==> src/pmbs_consts.svh <==
`ifndef PMBS_CONSTS_SVH
`define PMBS_CONSTS_SVH
// ----------------------------------------------------------------------------
// Register map (byte addresses on APB)
// ----------------------------------------------------------------------------
`define PMBS_OFS_CTRL 12'h000
`define PMBS_OFS_ADDR 12'h004
`define PMBS_OFS_STATUS 12'h008
`define PMBS_OFS_CMD 12'h00C
`define PMBS_OFS_WDATA 12'h010
`define PMBS_OFS_RDATA 12'h014
`define PMBS_OFS_FAULT 12'h018
`define PMBS_OFS_VOUT 12'h01C
`define PMBS_OFS_TEMP 12'h020
`define PMBS_OFS_CONV 12'h024
// ----------------------------------------------------------------------------
// Field positions, reset values, command and mode codes, byte limits
// ----------------------------------------------------------------------------
`define PMBS_CTRL_EN_BIT 0
`define PMBS_ADDR_RST 7'h32
`define PMBS_ARA_ADDR 7'h0C
`define PMBS_CMD_CLEAR_FAULTS 8'h03
`define PMBS_CMD_VOUT_MODE 8'h20
`define PMBS_MODE_LINEAR16 8'h12
`define PMBS_MODE_SLINEAR16 8'h11
`define PMBS_EXP_LINEAR16 5'h12
`define PMBS_EXP_SLINEAR16 5'h11
`define PMBS_MAX_BYTES 3'h7
`define PMBS_RD_BYTES 3'h4
`endif

==> src/pmbs_pkg.sv <==
package pmbs_pkg;
   // Frame engine states
   typedef enum logic [2:0] {
      ST_IDLE = 3'b000,
      ST_ADDR = 3'b001,
      ST_WRX = 3'b010,
      ST_TX = 3'b011,
      ST_ACK = 3'b100,
      ST_RACK = 3'b101,
      ST_SKIP = 3'b110
   } pmbs_state_t;

   // APB request bundle
   typedef struct packed {
      logic psel;
      logic penable;
      logic pwrite;
      logic [11:0] paddr;
      logic [31:0] pwdata;
   } pmbs_apb_req_t;

   // APB answer bundle
   typedef struct packed {
      logic pready;
      logic pslverr;
      logic [31:0] prdata;
   } pmbs_apb_rsp_t;

   // Open-drain pin bundle; oe_n low means pulled low
   typedef struct packed {
      logic scl_oe_n;
      logic sda_oe_n;
      logic alert_oe_n;
   } pmbs_pins_t;

   // Whole state of the block
   typedef struct packed {
      logic [1:0] scl_s;
      logic [1:0] sda_s;
      logic [1:0] flt_s;
      logic scl_d;
      logic sda_d;
      pmbs_state_t st;
      logic [2:0] bitc;
      logic byte_rdy;
      logic [7:0] sh;
      logic rw;
      logic [2:0] nbyte;
      logic [7:0] cmd;
      logic [55:0] wbuf;
      logic [31:0] rdat;
      logic en;
      logic [6:0] addr;
      logic ara;
      logic [7:0] fault;
      logic [7:0] vmode;
      logic [31:0] conv;
      logic [31:0] lcmd;
      logic [55:0] lw;
      logic [2:0] lcnt;
      logic done;
      pmbs_pins_t pins;
      pmbs_apb_rsp_t rsp;
   } pmbs_state_all_t;
endpackage

==> src/pmbs_core.sv <==
`timescale 1ns/10ps
`default_nettype none
`include "pmbs_consts.svh"

// Contract
// - Acknowledge is data low in ninth slot
// - Bit after address: 1 read, 0 write
// - Repeated start restarts address, keeps command
// - Command byte carries register address selection; reads return rdat whatever the command
// - Encode/decode per command format
// - LINEAR16 unsigned mantissa times 2^-14
// - SLINEAR16 signed mantissa times 2^-15
// - Mode byte zero mode, exponent -14/-15
// - LINEAR11 5-bit exponent, 11-bit mantissa
// - Zero-data write executes on stop
// - Acknowledge the first six received data bytes
// - 48-bit register write, bytes acknowledged
// - Reads return up to 32 bits
// - Open-drain lines, released by tri-state
// - Alert output and alert response address
// - Alert held while fault persists
// - CLEAR_FAULTS clears faults, releases alert
// - Interface ignores bus until enabled
module pmbs_core (
   input wire logic pclk,
   input wire logic presetn,
   input wire logic clk_en,
   input wire pmbs_pkg::pmbs_apb_req_t apb_req,
   output var pmbs_pkg::pmbs_apb_rsp_t apb_rsp,
   input wire logic scl_in,
   input wire logic sda_in,
   input wire logic [7:0] fault_in,
   output var pmbs_pkg::pmbs_pins_t pins,
   output logic cmd_strobe,
   output logic [7:0] cmd_code,
   output logic [55:0] cmd_data,
   output logic [2:0] cmd_bytes
);

   // ---------------------------------------------------------------------
   // Decoders
   // ---------------------------------------------------------------------
   // Sign-extended LINEAR11 mantissa
   function automatic logic [15:0] l11_mant(input logic [15:0] v);
      l11_mant = {{5{v[10]}}, v[10:0]};
   endfunction

   // Sign-extended LINEAR11 exponent
   function automatic logic [15:0] l11_exp(input logic [15:0] v);
      l11_exp = {{11{v[15]}}, v[15:11]};
   endfunction

   // Whole block state and its next value
   pmbs_pkg::pmbs_state_all_t s_reg, s_next;
   // Bus line events seen this cycle
   logic scl_rise, scl_fall, start_c, stop_c;
   logic [11:0] a; // Register offset of the APB request
   logic [31:0] rd; // Read mux output
   // Register bus qualifiers
   logic wr_hit, rd_hit;

   // ---------------------------------------------------------------------
   // Bus line events, only from second synchroniser stage
   // ---------------------------------------------------------------------
   always_comb begin
      scl_rise = s_reg.scl_s[1] & ~s_reg.scl_d;
      scl_fall = ~s_reg.scl_s[1] & s_reg.scl_d;
      // Data moving while clock high frames the transfer
      start_c = s_reg.scl_s[1] & s_reg.scl_d & s_reg.sda_d & ~s_reg.sda_s[1];
      stop_c = s_reg.scl_s[1] & s_reg.scl_d & ~s_reg.sda_d & s_reg.sda_s[1];
      a = apb_req.paddr;
      // A write lands only at the edge where the master sees pready high
      wr_hit = apb_req.psel & apb_req.penable & apb_req.pwrite & s_reg.rsp.pready;
      // Read word is captured the edge before pready shows, so it stands with it
      rd_hit = apb_req.psel & apb_req.penable & ~apb_req.pwrite & ~s_reg.rsp.pready;
   end

   // ---------------------------------------------------------------------
   // Read mux
   // ---------------------------------------------------------------------
   always_comb begin
      case (a)
         `PMBS_OFS_CTRL: rd = {31'h0, s_reg.en};
         `PMBS_OFS_ADDR: rd = {25'h0, s_reg.addr};
         `PMBS_OFS_STATUS: rd = {24'h0, s_reg.lcnt, 1'b0, s_reg.st == pmbs_pkg::ST_IDLE,
                                 s_reg.st};
         `PMBS_OFS_CMD: rd = {24'h0, s_reg.lcmd[7:0]};
         `PMBS_OFS_WDATA: rd = s_reg.lw[31:0];
         `PMBS_OFS_RDATA: rd = s_reg.rdat;
         `PMBS_OFS_FAULT: rd = {24'h0, s_reg.fault};
         `PMBS_OFS_VOUT: rd = {24'h0, s_reg.vmode};
         // LINEAR11 split: exponent high half, mantissa low half
         `PMBS_OFS_TEMP: rd = {l11_exp(s_reg.conv[15:0]), l11_mant(s_reg.conv[15:0])};
         `PMBS_OFS_CONV: rd = s_reg.conv;
         // Unmapped offsets read as zero
         default: rd = 32'h0;
      endcase
   end

   // ---------------------------------------------------------------------
   // Next-state logic
   // ---------------------------------------------------------------------
   always_comb begin
      s_next = s_reg;
      s_next.done = 1'b0;
      s_next.rsp.pready = 1'b0;
      s_next.rsp.pslverr = 1'b0;
      // Two-flop synchronisers for outside pins
      s_next.scl_s = {s_reg.scl_s[0], scl_in};
      s_next.sda_s = {s_reg.sda_s[0], sda_in};
      s_next.flt_s = {s_reg.flt_s[0], |fault_in};
      s_next.scl_d = s_reg.scl_s[1];
      s_next.sda_d = s_reg.sda_s[1];
      // Latch faults while condition holds; set wins over clear
      s_next.fault = s_reg.fault | fault_in;
      // APB: one wait state; pready stands for a single cycle so that a
      // held request is never answered twice
      if (apb_req.psel & apb_req.penable & ~s_reg.rsp.pready) begin
         s_next.rsp.pready = 1'b1;
      end
      if (rd_hit) begin
         s_next.rsp.prdata = rd;
      end
      if (wr_hit) begin
         case (a)
            `PMBS_OFS_CTRL: s_next.en = apb_req.pwdata[`PMBS_CTRL_EN_BIT];
            `PMBS_OFS_ADDR: s_next.addr = apb_req.pwdata[6:0];
            `PMBS_OFS_RDATA: s_next.rdat = apb_req.pwdata;
            `PMBS_OFS_FAULT: s_next.fault = (s_reg.fault & ~apb_req.pwdata[7:0]) | fault_in;
            `PMBS_OFS_CONV: s_next.conv = apb_req.pwdata;
            default: s_next.rsp.pslverr = 1'b0;
         endcase
      end
      // Protocol engine
      // Lines are sampled after clock rise and driven after clock fall
      if (!s_reg.en) begin
         // Disabled: release lines, ignore traffic
         s_next.st = pmbs_pkg::ST_IDLE;
         s_next.pins.sda_oe_n = 1'b1;
      end else if (stop_c) begin
         // Write completes on stop
         // A frame cut before the command byte runs nothing
         if (s_reg.st != pmbs_pkg::ST_IDLE && !s_reg.rw && s_reg.nbyte != 3'h0) begin
            s_next.done = 1'b1;
            s_next.lcmd = {24'h0, s_reg.cmd};
            s_next.lw = s_reg.wbuf;
            s_next.lcnt = s_reg.nbyte - 3'h1;
            if (s_reg.cmd == `PMBS_CMD_CLEAR_FAULTS) begin
               s_next.fault = fault_in;
            end
            if (s_reg.cmd == `PMBS_CMD_VOUT_MODE && s_reg.nbyte == 3'h2) begin
               // Only linear mode with a legal exponent is accepted
               if (s_reg.wbuf[7:5] == 3'h0 && (s_reg.wbuf[4:0] == `PMBS_EXP_LINEAR16 ||
                   s_reg.wbuf[4:0] == `PMBS_EXP_SLINEAR16)) begin
                  s_next.vmode = s_reg.wbuf[7:0];
               end
            end
         end
         s_next.st = pmbs_pkg::ST_IDLE;
         s_next.pins.sda_oe_n = 1'b1;
      end else if (start_c) begin
         // Start or repeated start: new address phase, command kept
         s_next.st = pmbs_pkg::ST_ADDR;
         s_next.bitc = 3'h0;
         // The clock fall that ends a start carries no data; only a byte
         // that has seen eight rises may be decoded
         s_next.byte_rdy = 1'b0;
         s_next.pins.sda_oe_n = 1'b1;
      end else begin
         case (s_reg.st)
            pmbs_pkg::ST_IDLE: s_next.pins.sda_oe_n = 1'b1;
            pmbs_pkg::ST_ADDR, pmbs_pkg::ST_WRX: begin
               if (scl_rise) begin
                  // MSB first within byte
                  s_next.sh = {s_reg.sh[6:0], s_reg.sda_s[1]};
                  s_next.bitc = s_reg.bitc + 3'h1;
                  // Eighth rise completes the byte
                  s_next.byte_rdy = (s_reg.bitc == 3'h7);
               end
               if (scl_fall && s_reg.byte_rdy && s_reg.st == pmbs_pkg::ST_ADDR) begin
                  s_next.byte_rdy = 1'b0;
                  s_next.ara = s_reg.sh[7:1] == `PMBS_ARA_ADDR;
                  // Alert address answered while a fault is latched
                  if (s_reg.sh[7:1] == s_reg.addr ||
                      (s_reg.sh[7:1] == `PMBS_ARA_ADDR && (s_reg.flt_s[1] | (|s_reg.fault)))) begin
                     s_next.rw = s_reg.sh[0];
                     s_next.st = pmbs_pkg::ST_ACK;
                     s_next.pins.sda_oe_n = 1'b0;
                     if (!s_reg.sh[0]) begin
                        s_next.nbyte = 3'h0;
                        s_next.wbuf = 56'h0;
                     end
                     // Alert response returns own address; else read data
                     s_next.sh = (s_reg.sh[7:1] == `PMBS_ARA_ADDR) ?
                                 {s_reg.addr, 1'b0} : s_reg.rdat[7:0];
                  end else begin
                     s_next.st = pmbs_pkg::ST_SKIP;
                  end
               end else if (scl_fall && s_reg.byte_rdy &&
                            s_reg.st == pmbs_pkg::ST_WRX) begin
                  s_next.byte_rdy = 1'b0;
                  // Each received byte acknowledged, up to 48 data bits; an eighth
                  // byte is refused so the buffer can never overflow
                  s_next.st = pmbs_pkg::ST_ACK;
                  s_next.pins.sda_oe_n = (s_reg.nbyte == `PMBS_MAX_BYTES);
                  if (s_reg.nbyte == 3'h0) begin
                     s_next.cmd = s_reg.sh;
                  end else if (s_reg.nbyte != `PMBS_MAX_BYTES) begin
                     // Data byte lands low byte first; the command byte selects target reg
                     s_next.wbuf = s_reg.wbuf | (56'(s_reg.sh) << (8 * (s_reg.nbyte - 3'h1)));
                  end
                  if (s_reg.nbyte != `PMBS_MAX_BYTES) begin
                     s_next.nbyte = s_reg.nbyte + 3'h1;
                  end
               end
            end
            pmbs_pkg::ST_ACK: begin
               // After the ninth clock: release for a write, drive the first data bit for a read
               if (scl_fall) begin
                  s_next.bitc = 3'h0;
                  if (s_reg.rw) begin
                     s_next.st = pmbs_pkg::ST_TX;
                     s_next.nbyte = 3'h0;
                     s_next.pins.sda_oe_n = s_reg.sh[7];
                  end else begin
                     s_next.st = pmbs_pkg::ST_WRX;
                     s_next.pins.sda_oe_n = 1'b1;
                  end
               end
            end
            pmbs_pkg::ST_TX: begin
               // Bits change on clock fall so the line is steady while it is high
               if (scl_fall) begin
                  s_next.bitc = s_reg.bitc + 3'h1;
                  if (s_reg.bitc == 3'h7) begin
                     // Release for host acknowledge
                     s_next.st = pmbs_pkg::ST_RACK;
                     s_next.pins.sda_oe_n = 1'b1;
                     s_next.nbyte = s_reg.nbyte + 3'h1;
                  end else begin
                     s_next.sh = {s_reg.sh[6:0], 1'b1};
                     s_next.pins.sda_oe_n = s_reg.sh[6];
                  end
               end
            end
            pmbs_pkg::ST_RACK: begin
               if (scl_rise) begin
                  // Host nack, an alert response byte or 32 bits sent ends the read
                  if (s_reg.sda_s[1] || s_reg.ara || s_reg.nbyte == `PMBS_RD_BYTES) begin
                     s_next.st = pmbs_pkg::ST_SKIP;
                  end else begin
                     // Next byte fetched on the acknowledge rise, ready for the fall
                     s_next.sh = s_reg.rdat[8 * s_reg.nbyte +: 8];
                  end
               end
               if (scl_fall) begin
                  s_next.st = pmbs_pkg::ST_TX;
                  s_next.bitc = 3'h0;
                  s_next.pins.sda_oe_n = s_reg.sh[7];
               end
            end
            pmbs_pkg::ST_SKIP: s_next.pins.sda_oe_n = 1'b1;
            default: s_next.st = pmbs_pkg::ST_IDLE;
         endcase
      end
      // Alert tracks fault state: held until cleared
      s_next.pins.alert_oe_n = ~(|s_next.fault & s_reg.en);
      // Clock line is never stretched: the host must allow about three
      // cycles of synchroniser delay in each clock phase
      s_next.pins.scl_oe_n = 1'b1;
   end

   // ---------------------------------------------------------------------
   // State register; clock enable freezes everything
   // ---------------------------------------------------------------------
   always_ff @(posedge pclk or negedge presetn) begin
      if (!presetn) begin
         s_reg <= '0;
         // Line history starts at the idle high level: no false edge after reset
         s_reg.scl_s <= 2'h3;
         s_reg.sda_s <= 2'h3;
         s_reg.scl_d <= 1'b1;
         s_reg.sda_d <= 1'b1;
         s_reg.addr <= `PMBS_ADDR_RST;
         s_reg.vmode <= `PMBS_MODE_LINEAR16;
         s_reg.pins <= 3'h7;
      end else if (clk_en) begin
         s_reg <= s_next;
      end
   end

   // ---------------------------------------------------------------------
   // Outputs straight from flops
   // ---------------------------------------------------------------------
   // SLINEAR16 data is passed raw; mode byte tells host the scaling
   assign apb_rsp = s_reg.rsp;
   assign pins = s_reg.pins;
   assign cmd_strobe = s_reg.done;
   assign cmd_code = s_reg.lcmd[7:0];
   assign cmd_data = s_reg.lw;
   assign cmd_bytes = s_reg.lcnt;

endmodule
`default_nettype wire

==> config.mk <==
export PLATFORM = sky130hd
export DESIGN_NAME = pmbs_core
export DESIGN_NICKNAME = d
export VERILOG_FILES = /design/src/pmbs_pkg.sv /design/src/pmbs_core.sv
export VERILOG_INCLUDE_DIRS = /design/src
export SDC_FILE = /design/constraint.sdc
export NUM_CORES = 1
export LEC_CHECK = 0
export BUFFER_PORTS_ARGS = -buffer_cell sky130_fd_sc_hd__buf_2
export CAP_MARGIN = 10
export CORE_ASPECT_RATIO = 1.2
export CORE_UTILIZATION = 45
export DETAILED_ROUTE_END_ITERATION = 10
export PLACE_DENSITY = 0.68
export SETUP_SLACK_MARGIN = 0.15
export SYNTH_ARGS = -nofsm -noshare
export SYNTH_HDL_FRONTEND = slang
export SYNTH_SLANG_ARGS = --single-unit
==> constraint.sdc <==
create_clock -name pclk -period 5.5 [get_ports pclk]
set_clock_uncertainty 0.2 [all_clocks]
set_input_delay 0.275 -clock pclk [delete_from_list [all_inputs] [get_ports pclk]]
set_output_delay 0.275 -clock pclk [all_outputs]
set_load 0.01 [all_outputs]
; After elaboration in Yosys (flattened, before gate mapping)
; Index checks and enable logic that the tools add are counted.
; W data, S select, Z words.
[totals]
regBits = 283
in_bits = 60
output_inout_bits = 105
word_cells = 233
[classes]
add_sub_neg = 4
eq_ne = 54
shift = 2
muxes = 67
n_bitwise = 30
n_reduce_logical = 48
[op_table]
columns = op, count
row1 = $pmux W32 S10, 1
row2 = $mux W56, 5
row3 = $mux W8, 11
row4 = $mux W67, 1
row5 = $or A56 B56 Y56, 1
row6 = $shl A8 B32 Y56, 1
row7 = $eq A12 B5 Y1 const B, 4
row8 = $mux W16, 3
row9 = $mux W3, 14
row10 = $shiftx A32 B7 Y8, 1
row11 = $ne A3 B3 Y1 const B, 9
row12 = $eq A12 B4 Y1 const B, 2
row13 = $eq A12 B6 Y1 const B, 2
row14 = $mux W12, 2
row15 = $ne A6 B6 Y1 const B, 4
row16 = $pmux W8 S3, 1
row17 = $reduce_and A8 Y1, 3
row18 = $reduce_or A8 Y1, 3
row19 = $ne A5 B5 Y1 const B, 4
row20 = $mux W1, 19
row21 = $eq A3 B3 Y1 const B, 6
row22 = $mux W6, 3
row23 = $ne A2 B2 Y1 const B, 9
row24 = $or A8 B8 Y8, 2
row25 = 45 further kinds, 94

; Logic depth before layout (Yosys ltp)
[logic_depth]
ltp_word = 12
depth_mapped = 9
depth_no_buf = 7

; Worst setup path before layout
; OpenSTA, ideal clock, no wires.
[synth_timing]
path_kind = reg-to-reg
start = register s_reg[282] in the netlist's numbering
end = register s_reg[293] in the netlist's numbering
setup_time_ps = 121
arrival_ps = 2788
required_time_ps = 5179
setup_slack_ps = 2391
path_stages_with_launch = 9
n_path_buf = 1
synth_period_minus_slack_ps = 3109
cell_sequence = dfrtp_1 > clkinv_1 > ha_1 > a211o_1 > o31a_1 > or4_1 > buf_2 > a221o_1 > a22o_1
[synth_via]
elab_chain_len = 4
elab_cells_between_ends = 8
cone_classes = 2 x eq/ne / 1 x shift / 3 x mux / 2 x reduce/logical
[synth_lines]
columns = element, line
row1 = "start, declared", pmbs_core.sv:54  ; pmbs_pkg::pmbs_state_all_t s_reg, s_next;
row2 = "start signal, assigned", pmbs_core.sv:288  ; s_reg <= s_next;
row3 = $shiftx A32 B7 Y8 or $eq A3 B3 Y1 (tied branches), --
row4 = $mux W8 or $logic_or A1 B1 Y1 (tied branches), --
row5 = $mux W8 or $ne A2 B2 Y1 (tied branches), --
row6 = $pmux W8 S3 or $reduce_and A9 Y1 (tied branches), --
; Parallel ways exist; a longest one is shown, timed or not. The select of a mux whose other input is x is not followed.
; A chain may end at the register's enable or synchronous reset.

; Worst setup path after layout
[layout_timing]
start = register s_reg[282] in the netlist's numbering
end = register s_reg[161] in the netlist's numbering
[layout_via]
elab_chain_len = 3
elab_cells_between_ends = 5
cone_classes = 1 x eq/ne / 4 x reduce/logical
[layout_lines]
columns = element, line
row1 = $eq A3 B2 Y1 or $reduce_bool A3 Y1 (tied branches), "pmbs_core.sv:151, pmbs_core.sv:143"
row2 = "$logic_and A1 B1 Y1, on equally long branches", "pmbs_core.sv:151, pmbs_core.sv:143"
row3 = $reduce_and A6 Y1 (no source line) (*), --
; Every way passes the cells marked *; elsewhere a longest branch is shown, timed or not.

==> results.rst <==
.. list-table::
   :header-rows: 1

   * - Metric
     - Value
   * - Drc violations
     - 0
   * - Remaining global-route overflow
     - 0
   * - Fraction of registers with async set or reset after synthesis
     - 100.0%
   * - Number of warnings printed during yosys synthesis
     - 0
   * - Synth Area in XOR/XNOR
     - 0.8619%
   * - Overall die area
     - 32330 sq um
   * - Number of slew-limit violations in the final report
     - 0
   * - Area of the mapped netlist
     - 14230 sq um
   * - Cell count of the worst hold path
     - 5
   * - Detailed placer's ending HPWL
     - 26440 um
   * - Most area-consuming cells after synthesis
     - dfrtp_1, mux2_2, buf_4
   * - Remaining max-slew budget at the tightest pin
     - 28.22%
   * - Crit. End Element
     - flop
   * - Compound-cell area share of the yosys netlist
     - 14.42%
   * - Maximum achievable frequency
     - 272.0 MHz
   * - Top-level port count
     - 165
   * - Mean post-synth cell area
     - 11.90 sq um
   * - Maximum number of pins on one net before global-route repair
     - 172
   * - Reg-to-reg critical path endpoint
     - s_reg[161]
   * - Worst Tran Pin Value
     - 1.074 ns
   * - Global-route wire length before repair
     - 60150 um
   * - Deepest clock path buffer count
     - 3
   * - Number of flops mapped to enable cells by yosys
     - 0
   * - Count of buffers from port buffering
     - 162
   * - Minimum clock period
     - 3.677 ns
   * - Row Count
     - 70
   * - Fraction of synthesized cell area taken by the top area cell type
     - 47.49%
   * - Most numerous cell in the Yosys netlist
     - dfrtp_1
   * - Share of cells above drive strength 1
     - 33.64%
   * - Remaining number of nets flagged by the antenna check after routing
     - 0
   * - Status
     - complete, no violations
   * - Violation count after the first detailed-route iteration
     - 861
   * - Most used flip-flop cell after synthesis
     - dfrtp_1
   * - Setup repair after global routing missed its margin
     - no
   * - Final hold violation count
     - 0
   * - Endpoint with the worst hold slack
     - s_reg[185]
   * - Clock buffer count from CTS
     - 27
   * - Number of nets in the final layout
     - 1331
   * - Total placed cells including tap cells
     - 1586
   * - Register bit total from synthesis
     - 283
   * - Number of flip-flops in the largest register
     - 175
   * - Startpoint types
     - flop
   * - Critical path peak fanout
     - 20
   * - Post-route worst hold slack
     - 0.03652 ns
   * - Drt pass-1 iters
     - 5
   * - Core area
     - 30830 sq um
   * - Summed area of non-filler cells in the final layout
     - 15920 sq um
   * - Worst Path Arrival
     - 3.92 ns
   * - Effective utilization at floorplan
     - 46.14%
   * - Total nets after synthesis
     - 1262
   * - Clock transition time at the flip-flop clock pins of the worst setup and hold paths
     - 0.06 ns
   * - Global router's overall resource usage
     - 24.20%
   * - Clk sinks
     - 283
   * - Class of the tightest hold or removal check
     - in2reg
   * - Pleak
     - 7.692 nW
   * - Post-Synth Adder-Cell Area
     - 0.6157%
   * - Synth Instances
     - 1195
   * - Detail-routed net length per standard cell
     - 22.83 um
   * - Peak supply drop
     - 0.1672 mV
   * - Part of the Yosys area used for sequential elements
     - 49.89%
   * - Required time at the endpoint of the critical path
     - 5.74 ns
   * - Most instantiated cells after synthesis
     - dfrtp_1, mux2_2, buf_4, a22o_1, nand2_1
   * - Area fraction in and, or, nand and nor cells after synthesis
     - 9.402%
   * - Vertical extent of the die
     - 196.8 um
   * - Layout area overhead
     - 11.88%
   * - TritonCTS clock tree
     - yes
   * - Gates resized, CTS repair
     - 0
   * - FF-to-FF setup slack
     - 1.82 ns
   * - Number of H-tree levels
     - 1
   * - Critical Setup Path Class
     - reg2reg
   * - Post-route non-filler standard cell count
     - 1680
   * - Sum of negative setup slack
     - 0 ns
   * - Antenna Cells
     - 0
   * - Portion of the clock cycle consumed by the worst path in the final layout
     - 66.85%
   * - Endpoints failing setup
     - 0
   * - Depth of the most critical reg-to-reg path
     - 7
   * - X dimension of the die
     - 164.3 um
   * - GP Congestion
     - 0.8939
   * - HP Start
     - apb_req[44]
   * - Reg-to-reg critical path startpoint
     - s_reg[282]
   * - Clock Tree Root
     - clkbuf_16
   * - Number of global-route vias before repair
     - 9992
   * - Clock latency on the worst-skew pair
     - 0.56 ns
   * - Number of distinct library cells after synthesis
     - 84
   * - Via count
     - 10100
   * - Antenna violations before repair
     - 0
   * - Total detailed-routing wirelength
     - 38360 um
   * - Multiplexer fraction of the synthesized cell area
     - 16.61%
   * - Main combinational cell family by area after synthesis
     - multiplexers
   * - Post-place instance area
     - 14570 sq um
   * - Mean number of vias per cell
     - 6.010
   * - Yosys top cell by area
     - dfrtp_1
   * - PD cells
     - 261.3 nW/um^2
   * - Max-capacitance violation count
     - 0
==> cell type report <==
type | count | area (sq um)
Clock inverter | 5 | 72.57
Inverter | 12 | 45.04
Timing Repair Buffer | 221 | 1389
Clock buffer | 44 | 819.5
Sequential cell | 283 | 7098
Tap cell | 396 | 495.5
Multi-Input combinational cell | 719 | 5997
Fill cell | 2740 | 14910
==> cell families (layout without fill, tap and decap cells) <==
group           Yosys count  in the layout
buf+inv                 193            282
compound gates          270            270
xor+xnor                 14             14
fa+ha+maj                 7              7
other cells               2              2
simple gates            227            227
flops                   283            283
mux                     199            199
==> layer usage <==
| metal | track usage [%] | share of wire [%] | up-vias |
|---|---|---|---|
| li1 | - | - | 4474 |
| met1 | 34.14 | 43 | 5220 |
| met2 | 39.43 | 49 | 344 |
| met3 | 2.399 | 5.0 | 59 |
| met4 | 7.064 | 2.7 | 0 |
| met5 | 0 | 0 | - |
==> worst max-delay path by stage <==
| stage | start | end | cells past startpoint |
|---|---|---|---|
| finish | s_reg[282] | s_reg[161] | 7 |
| floorplan | s_reg[282] | s_reg[293] | 8 |
| detailed placement | s_reg[282] | s_reg[161] | 7 |
| global route | s_reg[282] | s_reg[161] | 7 |
| CTS | s_reg[282] | s_reg[161] | 7 |
| global placement | s_reg[282] | s_reg[288] | 8 |
==> critical path, stage by stage, from the launching register on <==
cell	delay, ns
dfrtp_1	0.84
clkinv_1	0.15
buf_4	0.23
ha_1	0.25
a2111oi_1	0.68
nand2_4	0.30
or3_1	0.58
mux2_2	0.32
==> report_power, final <==
part	leakage (nW)	switching (mW)	internal (mW)
Sequential	3.83	0.0128	2.09
Combinational	3.42	0.112	0.0675
Clock	0.437	0.804	1.07
Total	7.69	0.928	3.23
==> through the flow <==
step           worst slack, ns  total power, mW  utilization [%]
4_1_cts                  1.830            4.192            51.63
2_1_floorplan            2.391            2.210                -
3_3_place_gp             1.901            2.300            47.27
3_5_place_dp             1.854            2.302            47.27
5_1_grt                  1.670            4.292            51.63
6_report                 1.823            4.159            51.63
==> repair_timing <==
item | CTS | global route
endpoints found under the hold margin | 196 | 0
hold buffers | 45 | 0
buffers inserted | 0 | 0
==> cell usage in the layout, fill, tap and decap left out, types with 6 or more instances in the layout <==
cell type and n:
clkbuf_8 8, or3_1 7, clkbuf_16 27, mux2i_1 20, dlygate4sd3_1 45, nor4_4 8, o2bb2ai_1 12, dfrtp_1 270
nor3_1 11, ha_1 7, and2_1 17, a211oi_1 16, nor2_1 24, dfstp_2 13, nand3_1 24, nand2b_1 16
clkbuf_1 9, mux4_2 13, nand2_1 68, a222oi_1 8, a22o_1 80, inv_1 10, buf_4 13, o21ai_1 6
o21ai_0 63, a22oi_1 10, a21oi_1 12, nor4_1 8, mux2_2 166, buf_2 161, xnor2_1 10
Note: power is estimated with default switching activity, not from simulation.
